`config.mk`:
```
export PLATFORM = sky130hd
export DESIGN_NAME = bulk_fault_status_encoder
export DESIGN_NICKNAME = d
export VERILOG_FILES = /design/src/common/bulk_fault_pkg.sv /design/src/hdl/bulk_fault_status_encoder.sv
export SDC_FILE = /design/constraint.sdc
export NUM_CORES = 1
export LEC_CHECK = 0
export BUFFER_PORTS_ARGS = -buffer_cell sky130_fd_sc_hd__clkbuf_2
export CAP_MARGIN = 40
export CORE_ASPECT_RATIO = 0.9
export CORE_UTILIZATION = 35
export DETAILED_ROUTE_END_ITERATION = 10
export PLACE_DENSITY = 0.61
export SETUP_SLACK_MARGIN = 0.1
export SYNTH_ARGS = -nofsm -noshare
export SYNTH_HDL_FRONTEND = slang
export SYNTH_SLANG_ARGS = --single-unit
```
`constraint.sdc`:
```
create_clock -name i_mclk -period 2.4 [get_ports i_mclk]
set_input_delay 0.12 -clock i_mclk [delete_from_list [all_inputs] [get_ports i_mclk]]
set_output_delay 0.12 -clock i_mclk [all_outputs]
set_load 0.1 [all_outputs]
```
`src/common/bulk_fault_pkg.sv`:
```
// Notes on behaviour
// - A query addressed to this channel returns all fault status in one response.
// - Faults are packed into bit positions of the returned characters.
// - A fault flag reads 1 while its fault is present, 0 otherwise.
// - Bit 6 of every status character is always 1, keeping it printable.
// - First modulator character bit 5 reports a modulator module fault.
// - First modulator character bit 4 shows the actual RF output state.
// - First modulator character bits 3..0 count stored modulator faults, 0 to 10.
// - Burst mode: second modulator character flags IF synth, clock synth, gain level.
// - Continuous mode adds I channel on bit 3 and Q channel on bit 2.
// - Third modulator character carries no fault flags.
// - First demodulator character bit 5 reports a demodulator module fault.
// - First demodulator character bit 4 is carrier detect, 0 when decoder locked.
// - First demodulator character bits 3..0 count stored demodulator faults, 0 to 10.
// - Second demodulator character flags IF synth lock loss and I channel fault.
// - Second demodulator character bit 2 flags a descrambler fault.
// - Second demodulator character bit 1 flags error rate threshold exceeded.
// - Transmit mode code 1 selects burst, code 2 continuous layout.
package bulk_fault_pkg;

   localparam logic [7:0]  ADDR_CTRL      = 8'h00;
   localparam logic [7:0]  ADDR_CHAN      = 8'h04;
   localparam logic [7:0]  ADDR_STAT      = 8'h08;
   localparam logic [7:0]  ADDR_IRQ_STAT  = 8'h0C;
   localparam logic [7:0]  ADDR_IRQ_MASK  = 8'h10;
   localparam logic [7:0]  ADDR_SNAP      = 8'h14;

   localparam logic [1:0]  TXM_BURST      = 2'h1;
   localparam logic [1:0]  TXM_CONT       = 2'h2;
   localparam logic [1:0]  RESET_TXM      = TXM_BURST;
   localparam logic [11:0] RESET_CHAN     = 12'h001;
   localparam logic [3:0]  COUNT_MAX      = 4'hA;

   localparam logic [3:0]  CMD_CR_IDX     = 4'hC;
   localparam logic [3:0]  RSP_LAST_IDX   = 4'hF;

   localparam logic [7:0]  CH_SPACE       = 8'h20;
   localparam logic [7:0]  CH_CR          = 8'h0D;
   localparam logic [7:0]  CH_LF          = 8'h0A;
   localparam logic [7:0]  CH_DIGIT       = 8'h30;
   localparam logic [7:0]  CH_M           = 8'h4D;
   localparam logic [7:0]  CH_C           = 8'h43;
   localparam logic [7:0]  CH_B           = 8'h42;
   localparam logic [7:0]  CH_S           = 8'h53;
   localparam logic [7:0]  CH_F           = 8'h46;
   localparam logic [7:0]  CH_UNDER       = 8'h5F;

   localparam int          IRQ_SERVED     = 0;
   localparam int          IRQ_BAD_CMD    = 1;
   localparam int          IRQ_DROPPED    = 2;
   localparam int          IRQ_W          = 3;

   localparam logic [1:0]  HTRANS_NONSEQ  = 2'h2;
   localparam logic [2:0]  HSIZE_WORD     = 3'h2;

   typedef struct packed {
      logic       mod_module;
      logic       rf_on;
      logic [3:0] mod_count;
      logic       mod_if_synth;
      logic       mod_clk_synth;
      logic       mod_i_chan;
      logic       mod_q_chan;
      logic       gain_control_level;
      logic       dem_module;
      logic       dem_decoder_lock;
      logic [3:0] dem_count;
      logic       dem_if_lock_lost;
      logic       dem_i_chan;
      logic       descrambler;
      logic       bit_error_rate;
   } fault_in_t;

   typedef struct packed {
      logic [6:0] a;
      logic [6:0] b;
      logic [6:0] c;
      logic [6:0] d;
      logic [6:0] e;
   } status_chars_t;

   typedef enum logic [1:0] {
      ST_IDLE = 2'b00,
      ST_SEND = 2'b01
   } resp_state_t;

endpackage

```
`src/hdl/bulk_fault_status_encoder.sv`:
```
`timescale 1ns/1ps
module bulk_fault_status_encoder
   import bulk_fault_pkg::*;
(
   input  wire logic        i_mclk,
   input  wire logic        i_rst_b,
   input  wire logic        i_hsel,
   input  wire logic [31:0] i_haddr,
   input  wire logic [1:0]  i_htrans,
   input  wire logic        i_hwrite,
   input  wire logic [2:0]  i_hsize,
   input  wire logic [31:0] i_hwdata,
   input  wire logic        i_hready,
   output logic      [31:0] o_hrdata,
   output logic             o_hreadyout,
   output logic             o_hresp,
   input  wire fault_in_t   i_faults,
   input  wire logic        i_rx_valid,
   input  wire logic [7:0]  i_rx_data,
   output logic             o_tx_valid,
   output logic      [7:0]  o_tx_data,
   input  wire logic        i_tx_ready,
   output logic             o_irq
);

   logic [1:0]        transmit_mode_select;
   logic [11:0]       chan;
   logic [IRQ_W-1:0]  irq_stat;
   logic [IRQ_W-1:0]  irq_mask;
   logic [IRQ_W-1:0]  irq_set;
   logic              wr_pend;
   logic              rd_pend;
   logic [7:0]        bus_addr;
   logic              wr_en;
   logic [3:0]        rx_idx;
   logic              rx_bad;
   logic              query_hit;
   logic              bad_cmd;
   resp_state_t       state;
   logic [3:0]        tx_idx;
   status_chars_t     snap;
   logic [11:0]       snap_chan;
   status_chars_t     next_chars;
   logic              tx_accept;
   logic              resp_done;

   // Counts above the documented range are clamped so the low nibble never lies.
   function automatic logic [3:0] clamp_count(input logic [3:0] n);
      clamp_count = (n > COUNT_MAX) ? COUNT_MAX : n;
   endfunction

   function automatic logic [7:0] digit_char(input logic [3:0] n);
      digit_char = CH_DIGIT | {4'h0, n};
   endfunction

   // Expected query bytes: three channel digits, space, M C, space, query word, CR.
   function automatic logic [7:0] cmd_byte(input logic [3:0] idx, input logic [11:0] ch);
      case (idx)
         4'h0:    cmd_byte = digit_char(ch[11:8]);
         4'h1:    cmd_byte = digit_char(ch[7:4]);
         4'h2:    cmd_byte = digit_char(ch[3:0]);
         4'h3:    cmd_byte = CH_SPACE;
         4'h4:    cmd_byte = CH_M;
         4'h5:    cmd_byte = CH_C;
         4'h6:    cmd_byte = CH_SPACE;
         4'h7:    cmd_byte = CH_B;
         4'h8:    cmd_byte = CH_C;
         4'h9:    cmd_byte = CH_S;
         4'hA:    cmd_byte = CH_F;
         4'hB:    cmd_byte = CH_UNDER;
         default: cmd_byte = CH_CR;
      endcase
   endfunction

   function automatic logic [7:0] resp_byte(input logic [3:0] idx, input status_chars_t sc,
                                            input logic [11:0] ch);
      case (idx)
         4'h0:    resp_byte = digit_char(ch[11:8]);
         4'h1:    resp_byte = digit_char(ch[7:4]);
         4'h2:    resp_byte = digit_char(ch[3:0]);
         4'h3:    resp_byte = CH_SPACE;
         4'h4:    resp_byte = CH_B;
         4'h5:    resp_byte = CH_C;
         4'h6:    resp_byte = CH_S;
         4'h7:    resp_byte = CH_F;
         4'h8:    resp_byte = CH_UNDER;
         4'h9:    resp_byte = {1'b0, sc.a};
         4'hA:    resp_byte = {1'b0, sc.b};
         4'hB:    resp_byte = {1'b0, sc.c};
         4'hC:    resp_byte = {1'b0, sc.d};
         4'hD:    resp_byte = {1'b0, sc.e};
         4'hE:    resp_byte = CH_CR;
         default: resp_byte = CH_LF;
      endcase
   endfunction

   function automatic logic [7:0] resp_byte_at(input logic [3:0] idx, input status_chars_t sc,
                                               input logic [11:0] ch);
      // The closing CR and LF always take the last two indices, after character e.
      if (idx == RSP_LAST_IDX - 4'h1)
         resp_byte_at = CH_CR;
      else if (idx == RSP_LAST_IDX)
         resp_byte_at = CH_LF;
      else
         resp_byte_at = resp_byte(idx, sc, ch);
   endfunction

   always_comb
   begin
      next_chars = '0;
      next_chars.a[6] = 1'b1;
      next_chars.b[6] = 1'b1;
      next_chars.c[6] = 1'b1;
      next_chars.d[6] = 1'b1;
      next_chars.e[6] = 1'b1;
      next_chars.a[5] = i_faults.mod_module;
      next_chars.a[4] = i_faults.rf_on;
      next_chars.a[3:0] = clamp_count(i_faults.mod_count);
      next_chars.b[5] = i_faults.mod_if_synth;
      next_chars.b[4] = i_faults.mod_clk_synth;
      next_chars.b[1] = i_faults.gain_control_level;
      if (transmit_mode_select == TXM_CONT)
      begin
         next_chars.b[3] = i_faults.mod_i_chan;
         next_chars.b[2] = i_faults.mod_q_chan;
      end
      next_chars.c[5:0] = 6'h00;
      next_chars.d[5] = i_faults.dem_module;
      next_chars.d[4] = ~i_faults.dem_decoder_lock;
      next_chars.d[3:0] = clamp_count(i_faults.dem_count);
      next_chars.e[5] = i_faults.dem_if_lock_lost;
      next_chars.e[4] = i_faults.dem_i_chan;
      next_chars.e[2] = i_faults.descrambler;
      next_chars.e[1] = i_faults.bit_error_rate;
   end

   assign wr_en     = wr_pend;
   assign tx_accept = o_tx_valid & i_tx_ready;
   assign resp_done = (state == ST_SEND) & tx_accept & (tx_idx == RSP_LAST_IDX);

   // Address phase capture; only whole-word writes act on the registers, reads of any size are answered.
   always_ff @(posedge i_mclk or negedge i_rst_b)
   begin
      if (!i_rst_b)
      begin
         wr_pend  <= 1'b0;
         rd_pend  <= 1'b0;
         bus_addr <= 8'h00;
      end
      else if (i_hready)
      begin
         wr_pend  <= i_hsel & i_htrans[1] & i_hwrite & (i_hsize == HSIZE_WORD);
         rd_pend  <= i_hsel & i_htrans[1] & ~i_hwrite;
         bus_addr <= i_haddr[7:0];
      end
      else
      begin
         wr_pend <= 1'b0;
         rd_pend <= 1'b0;
      end
   end

   // Reads take one wait state so a read right after a write sees the new value.
   always_ff @(posedge i_mclk or negedge i_rst_b)
   begin
      if (!i_rst_b)
      begin
         o_hreadyout <= 1'b1;
         o_hrdata    <= 32'h0000_0000;
         o_hresp     <= 1'b0;
      end
      else
      begin
         o_hresp <= 1'b0;
         if (i_hready && i_hsel && i_htrans[1] && !i_hwrite)
         begin
            o_hreadyout <= 1'b0;
         end
         else if (rd_pend)
         begin
            o_hreadyout <= 1'b1;
            case (bus_addr)
               ADDR_CTRL:     o_hrdata <= {30'h0, transmit_mode_select};
               ADDR_CHAN:     o_hrdata <= {20'h0, chan};
               ADDR_STAT:     o_hrdata <= {27'h0, rx_bad, tx_idx[3:0] == 4'h0 ? 1'b0 : 1'b1,
                                           state == ST_SEND, o_tx_valid, query_hit};
               ADDR_IRQ_STAT: o_hrdata <= {29'h0, irq_stat};
               ADDR_IRQ_MASK: o_hrdata <= {29'h0, irq_mask};
               ADDR_SNAP:     o_hrdata <= {4'h0, snap.a, snap.b, snap.d, snap.e};
               default:       o_hrdata <= 32'h0000_0000;
            endcase
         end
      end
   end

   // only codes 1 and 2 are accepted
   always_ff @(posedge i_mclk or negedge i_rst_b)
   begin
      if (!i_rst_b)
         transmit_mode_select <= RESET_TXM;
      else if (wr_en && bus_addr == ADDR_CTRL &&
               (i_hwdata[1:0] == TXM_BURST || i_hwdata[1:0] == TXM_CONT))
         transmit_mode_select <= i_hwdata[1:0];
   end

   always_ff @(posedge i_mclk or negedge i_rst_b)
   begin
      if (!i_rst_b)
         chan <= RESET_CHAN;
      else if (wr_en && bus_addr == ADDR_CHAN)
         chan <= i_hwdata[11:0];
   end

   always_ff @(posedge i_mclk or negedge i_rst_b)
   begin
      if (!i_rst_b)
         irq_mask <= '0;
      else if (wr_en && bus_addr == ADDR_IRQ_MASK)
         irq_mask <= i_hwdata[IRQ_W-1:0];
   end

   always_comb
   begin
      irq_set              = '0;
      irq_set[IRQ_SERVED]  = resp_done;
      irq_set[IRQ_BAD_CMD] = bad_cmd;
      irq_set[IRQ_DROPPED] = query_hit & (state == ST_SEND);
   end

   // A new event in the cycle of its clear wins, so no event is lost.
   always_ff @(posedge i_mclk or negedge i_rst_b)
   begin
      if (!i_rst_b)
         irq_stat <= '0;
      else if (wr_en && bus_addr == ADDR_IRQ_STAT)
         irq_stat <= (irq_stat & ~i_hwdata[IRQ_W-1:0]) | irq_set;
      else
         irq_stat <= irq_stat | irq_set;
   end

   always_ff @(posedge i_mclk or negedge i_rst_b)
   begin
      if (!i_rst_b)
         o_irq <= 1'b0;
      else
         o_irq <= |((irq_stat | irq_set) & irq_mask);
   end

   // match a query to this channel
   always_ff @(posedge i_mclk or negedge i_rst_b)
   begin
      if (!i_rst_b)
      begin
         rx_idx    <= 4'h0;
         rx_bad    <= 1'b0;
         query_hit <= 1'b0;
         bad_cmd   <= 1'b0;
      end
      else
      begin
         query_hit <= 1'b0;
         bad_cmd   <= 1'b0;
         if (i_rx_valid)
         begin
            if (i_rx_data == CH_CR)
            begin
               rx_idx    <= 4'h0;
               rx_bad    <= 1'b0;
               query_hit <= ~rx_bad & (rx_idx == CMD_CR_IDX);
               bad_cmd   <= (rx_bad | (rx_idx != CMD_CR_IDX)) & (rx_idx != 4'h0);
            end
            else
            begin
               if (rx_idx >= CMD_CR_IDX || i_rx_data != cmd_byte(rx_idx, chan))
                  rx_bad <= 1'b1;
               if (rx_idx != 4'hF)
                  rx_idx <= rx_idx + 4'h1;
            end
         end
      end
   end

   // snapshot taken once so the reply is self-consistent
   always_ff @(posedge i_mclk or negedge i_rst_b)
   begin
      if (!i_rst_b)
      begin
         snap      <= '0;
         snap_chan <= RESET_CHAN;
      end
      else if (query_hit && state == ST_IDLE)
      begin
         snap      <= next_chars;
         snap_chan <= chan;
      end
   end

   always_ff @(posedge i_mclk or negedge i_rst_b)
   begin
      if (!i_rst_b)
      begin
         state      <= ST_IDLE;
         tx_idx     <= 4'h0;
         o_tx_valid <= 1'b0;
         o_tx_data  <= 8'h00;
      end
      else
      begin
         case (state)
            ST_IDLE:
            begin
               if (query_hit)
               begin
                  state      <= ST_SEND;
                  tx_idx     <= 4'h0;
                  o_tx_valid <= 1'b1;
                  o_tx_data  <= resp_byte_at(4'h0, next_chars, chan);
               end
            end
            ST_SEND:
            begin
               if (tx_accept)
               begin
                  if (tx_idx == RSP_LAST_IDX)
                  begin
                     state      <= ST_IDLE;
                     tx_idx     <= 4'h0;
                     o_tx_valid <= 1'b0;
                  end
                  else
                  begin
                     tx_idx    <= tx_idx + 4'h1;
                     o_tx_data <= resp_byte_at(tx_idx + 4'h1, snap, snap_chan);
                  end
               end
            end
            default:
            begin
               state      <= ST_IDLE;
               o_tx_valid <= 1'b0;
            end
         endcase
      end
   end

endmodule

```
After elaboration in Yosys (flattened, before gate mapping)
Cells that the tools add are included.
Widths: inputs -> output; s select.
{"block": "totals", "reg_bits": 124, "word_cells": 166}
{"block": "op_classes", "n_mux": 40, "n_reduce_logical": 31, "n_addsub": 2, "n_eq_ne": 46, "n_bitwise": 20, "order_cmp": 3}
{"cell": "$pmux 28 s6", "count": 1}
{"cell": "$pmux 7 s14", "count": 1}
{"cell": "$pmux 7 s10", "count": 1}
{"cell": "$eq 4x4->1 const B", "count": 14}
{"cell": "$mux 8", "count": 5}
{"cell": "$eq 4x3->1 const B", "count": 8}
{"cell": "$mux 4", "count": 7}
{"cell": "$eq 8x4->1 const B", "count": 3}
{"cell": "$eq 4x2->1 const B", "count": 4}
{"cell": "$eq 8x5->1 const B", "count": 2}
{"cell": "$pmux 8 s2", "count": 1}
{"cell": "$mux 1", "count": 14}
{"cell": "$mux 7", "count": 2}
{"cell": "$logic_not 4->1", "count": 3}
{"cell": "$and 1x1->1", "count": 10}
{"cell": "$logic_and 1x1->1", "count": 9}
{"cell": "$add 4x1->4 const B", "count": 2}
{"cell": "$eq 4x1->1 const B", "count": 2}
{"cell": "$eq 8x3->1 const B", "count": 1}
{"cell": "$gt 4x4->1 const B", "count": 2}
{"cell": "$logic_not 8->1", "count": 1}
{"cell": "$mux 2", "count": 4}
{"cell": "$ne 2x2->1 const B", "count": 4}
{"cell": "$ne 4x4->1 const B", "count": 2}
{"cell": "other kinds (24)", "count": 39}

Longest topological paths before layout
{"block": "depth", "word_depth": 9, "mapped_depth": 8}

Worst setup path before layout
Ideal clock, no wire load.
{"block": "synth_path", "kind": "reg2reg", "start": "register o_tx_valid", "end": "register o_tx_data[6]", "t_arrival_ps": 2313, "stages_incl_launch_ff": 8, "period_less_slack_ps": 2423, "setup_ps": 110, "slack_ps": -23, "path_cell_list": "dfrtp_1 -> clkbuf_1 -> nand2b_1 -> clkbuf_1 -> clkbuf_1 -> clkbuf_1 -> nand3_1 -> o41ai_1"}
{"block": "synth_via", "elab_chain_len": 3}
{"item": "from (decl)", "line_no": "bulk_fault_status_encoder.sv:20", "source": "output logic o_tx_valid,"}
{"item": "from (signal assigned)", "line_no": "bulk_fault_status_encoder.sv:304", "source": "o_tx_valid <= 1'b0;"}
{"item": "from (signal assigned)", "line_no": "bulk_fault_status_encoder.sv:316", "source": "o_tx_valid <= 1'b1;"}
{"item": "from (signal assigned)", "line_no": "bulk_fault_status_encoder.sv:328", "source": "o_tx_valid <= 1'b0;"}
{"item": "$and 1x1->1", "line_no": "bulk_fault_status_encoder.sv:138", "source": "assign tx_accept = o_tx_valid & i_tx_ready;"}
{"item": "$ne 2x2->1 (no source line)"}
{"item": "$reduce_and 4->1 (no source line)"}
{"item": "to (signal assigned)", "line_no": "bulk_fault_status_encoder.sv:317", "source": "o_tx_data <= resp_byte_at(4'h0, next_chars, chan);"}
{"item": "to (signal assigned)", "line_no": "bulk_fault_status_encoder.sv:333", "source": "o_tx_data <= resp_byte_at(tx_idx + 4'h1, snap, snap_chan);"}
{"item": "to (decl)", "line_no": "bulk_fault_status_encoder.sv:21", "source": "output logic [7:0] o_tx_data,"}
Every way passes these cells.
A chain may end at the register's enable or synchronous reset.

Worst setup path after layout
{"block": "layout_path", "start": "register bus_addr[5]", "end": "register irq_mask[1]"}
{"block": "layout_via", "elab_chain_len": 2}
{"item": "from (decl)", "line_no": "bulk_fault_status_encoder.sv:33", "source": "logic [7:0] bus_addr;"}
{"item": "from (signal assigned)", "line_no": "bulk_fault_status_encoder.sv:154", "source": "bus_addr <= i_haddr[7:0];"}
{"item": "$eq 8x5->1", "line_no": "bulk_fault_status_encoder.sv:218", "source": "else if (wr_en && bus_addr == ADDR_IRQ_MASK)"}
{"item": "$logic_and 1x1->1", "line_no": "bulk_fault_status_encoder.sv:218"}
{"item": "to (signal assigned)", "line_no": "bulk_fault_status_encoder.sv:219", "source": "irq_mask <= i_hwdata[IRQ_W-1:0];"}
{"item": "to (decl)", "line_no": "bulk_fault_status_encoder.sv:29", "source": "logic [IRQ_W-1:0] irq_mask;"}
Every way passes these cells.

==> summary.md <==
| Metric | Value |
|---|---|
| Worst slew pin tran | `587 ps` |
| Layout-stage area growth over the synthesis result | `22.1%` |
| Overall die area | `17,200 um2` |
| Hold-critical path endpoint | `snap[1]` |
| DRC marker count from the first detailed-route iteration | `370` |
| Switching power | `2790 uW` |
| Initial DRT Pass Iterations | `4` |
| Warnings from Yosys | `0` |
| Number of primary I/O pins | `149` |
| Final setup TNS | `0 ps` |
| Layout Cells excl Fill | `906` |
| Data required time of the worst path | `2630 ps` |
| Most frequent cell after synthesis | `dfrtp_1` |
| Initial standard-cell utilization of the core | `36.0%` |
| Minimum clock period | `2200 ps` |
| Worst-Skew Late Latency | `350 ps` |
| Hold Path Origin | `i_faults[0]` |
| Worst-path cell with the longest stage delay | `or4_1` |
| Largest cells by area after synthesis | `dfrtp_1 46%, mux2_2 7.2%, o21ai_0 5.6%` |
| Clock network fraction of total power | `21.5%` |
| Core region area | `16,200 um2` |
| Initial antenna violation count | `0` |
| Synth top cells by count | `106 x dfrtp_1, 75 x nand2_1, 65 x o21ai_0` |
| PwrDens | `932 nW/um2` |
| Wirelength, routed | `15.2 mm` |
| Cell Count Post-Placement | `871` |
| Number of stages on the worst setup path | `4` |
| Via-to-Cell Ratio | `5.35` |
| Average detailed-routed wire length per instance | `16.8 um` |
| Leakage power of the design | `0.00325 uW` |
| Top cell type's share of synthesized area | `45.5%` |
| Hold Crit Depth | `2` |
| Count of inserted antenna diode cells | `0` |
| Critical register-to-register path endpoint | `irq_mask[1]` |
| TritonCTS clock tree | `built` |
| Outcome | `completed` |
| Final Cell Area | `7110 um2` |
| Switching share of power | `42.2%` |
| Share of the yosys chip area belonging to registers | `47.3%` |
| Synthesized flop and latch total | `110` |
| Fraction of layout cells with a size suffix above 1 | `30.3%` |
| Number of buffers between clock root and the deepest sink | `2` |
| Most area-hungry cell type in the Yosys netlist | `dfrtp_1` |
| Buffers and inverters on the worst path | `0` |
| Path type of the worst min-delay path | `in -> reg` |
| Global placer's final weighted congestion | `0.880` |
| Delay of the slowest cell on the worst path | `560 ps` |
| Net count reported at finish | `809` |
| Total routing resource utilization after global routing | `18.4%` |
| Cell at the root of the clock tree | `clkbuf_16` |
| Number of antenna-violating nets in the routed design | `0` |
| Total number of clock tree sinks | `110` |
| Share of power burned in registers | `35.3%` |
| Largest net degree at the start of global routing | `56` |
| Number of buffers created by CTS | `9` |
| IO Port Bufs | `96` |
| Largest delay share family, worst path | `simple AND/OR/NAND/NOR gates` |
| Element type at the critical path start | `flip-flop` |
| Die Height | `124 um` |
| Biggest fanout along the worst timing path | `3` |
| Global-route wire length before repair | `24.7 mm` |
| Fmax | `454 MHz` |
| Register-to-Register Path Depth | `4` |
| Post-place instance area | `6610 um2` |
| Final setup violation count | `0` |
| Std cell rows | `44` |
| Chip width | `138 um` |
| Unrepaired setup endpoints after global routing | `true` |
| Detailed-placement wirelength estimate | `11.5 mm` |
| Number of distinct standard cells referenced by the synthesized netlist | `76` |
| Max-cap viol count | `0` |
| Worst-path cell chain | `or4_1, or4b_4, nor3b_4, mux2_2` |
| CP Capture Type | `flip-flop` |
| Number of enable-type register cells in the synthesized netlist | `0` |
| Maximum level of the CTS H-tree | `3` |
| Design internal power | `3830 uW` |
| Reg2Reg Launch Point | `bus_addr[5]` |
| Number of instances in the synthesized netlist | `580` |
| Max-slew violations | `0` |
| Worst R2R Setup Slack | `200 ps` |
| Final worst-path cycle share | `91.7%` |
| Dominant register cell in the synthesized netlist | `dfrtp_1` |
| Ys async rst share | `100%` |
| Number of hold violations in the final report | `0` |
| Setup CP Type | `reg -> reg` |
| Number of global-route vias before repair | `4,684` |
| Max Clock Skew | `10.3 ps` |
| Clock-pin transition on the worst setup and hold timing paths | `70 ps` |
| Remaining global-route overflow | `0` |
| Average cell area after synthesis | `10.0 um2` |
| Maximum resistive drop on vdd | `0.496 mV` |
| Worst slew margin relative to its limit | `60.4%` |
| Vias | `4,848` |
| Combinational share of power | `43.2%` |
| Data arrival time of the critical path | `2430 ps` |
| Total standard cell area after synthesis | `5820 um2` |
| Final routed DRC violation total | `0` |
[worst max path at each step]
stage	startpoint	end	slack, ps
after floorplan	bus_addr[5]	irq_mask[0]	180
after global placement	rx_idx[0]	rx_bad	190
after detailed placement	rx_idx[0]	rx_bad	190
after CTS	bus_addr[5]	irq_mask[1]	180
after global routing	tx_idx[0]	o_tx_data[3]	80
final	bus_addr[5]	irq_mask[1]	200
[cell families after synthesis]
kind of cell,share of synthesized area (%)
mux,11.3
xor+xnor,0.902
other cells,0.0644
simple gates,15.3
fa+ha+maj,2.15
buf+inv,4.66
flops,47.3
compound gates,18.2
[layout make-up]
type                            count  area [um2]
Fill cell                        1565        9070
Multi-Input combinational cell    416        2850
Sequential cell                   110        2760
Timing Repair Buffer              142         901
Tap cell                          207         259
Clock buffer                       10         229
Inverter                           15        56.3
Clock inverter                      6        52.6
[per-stage QoR]
stage,setup slack [ps],utilization [%],total power (uW),hold WS (ps)
after CTS,177,43.8,6610,3.41
after global routing,83.1,43.9,7050,0.200
after global placement,189,40.8,5100,73.1
after floorplan,176,-,4330,-176
final,199,43.9,6630,9.71
after detailed placement,188,40.8,5150,75.0
[power by group through the flow]
stage	clock (uW)	combinational (uW)	sequential, uW
2_1_floorplan	0	1630	2700
3_3_place_gp	0	2750	2350
3_5_place_dp	0	2790	2360
4_1_cts	1470	2820	2320
5_1_grt	1560	3120	2380
6_report	1420	2860	2340
[timing repair]
item                                   4_1_cts  5_1_grt
endpoints found under the hold margin       44        0
resized for setup                            0       10
setup buffers                                0        0
setup endpoints to repair                    0        6
hold buffers                                19        0
[layout by cell type (no fill, tap or decap), drive strengths merged, types with 6 or more instances in the layout]
master       count
a21o             8
nor4             6
o21ai           68
a22o             7
a21oi           15
buf             28
conb             7
clkbuf         105
dfrtp          106
nand3           19
nand2b           7
mux2            47
mux2i            7
a22oi           12
dlygate4sd3     19
nor2            25
ha              10
nand2           76
inv             18
a31oi            7
[routing by layer]
metal  part of all wire [%]  GRT usage [%]
met2                     48           29.6
met1                     45           25.6
met4                    1.6           4.73
met3                    5.5           2.77
met5                      0              0
[registers in the layout, summed over array words and instances, names as in the netlist, 2 cells and up]
name and flops:
snap_chan 12, snap 22, irq_stat 3, o_tx_data 7
rx_idx 4, transmit_mode_select 2, tx_idx 4, irq_mask 3
bus_addr 8, o_hrdata 25, chan 12
(Power assumes the default switching activity.)
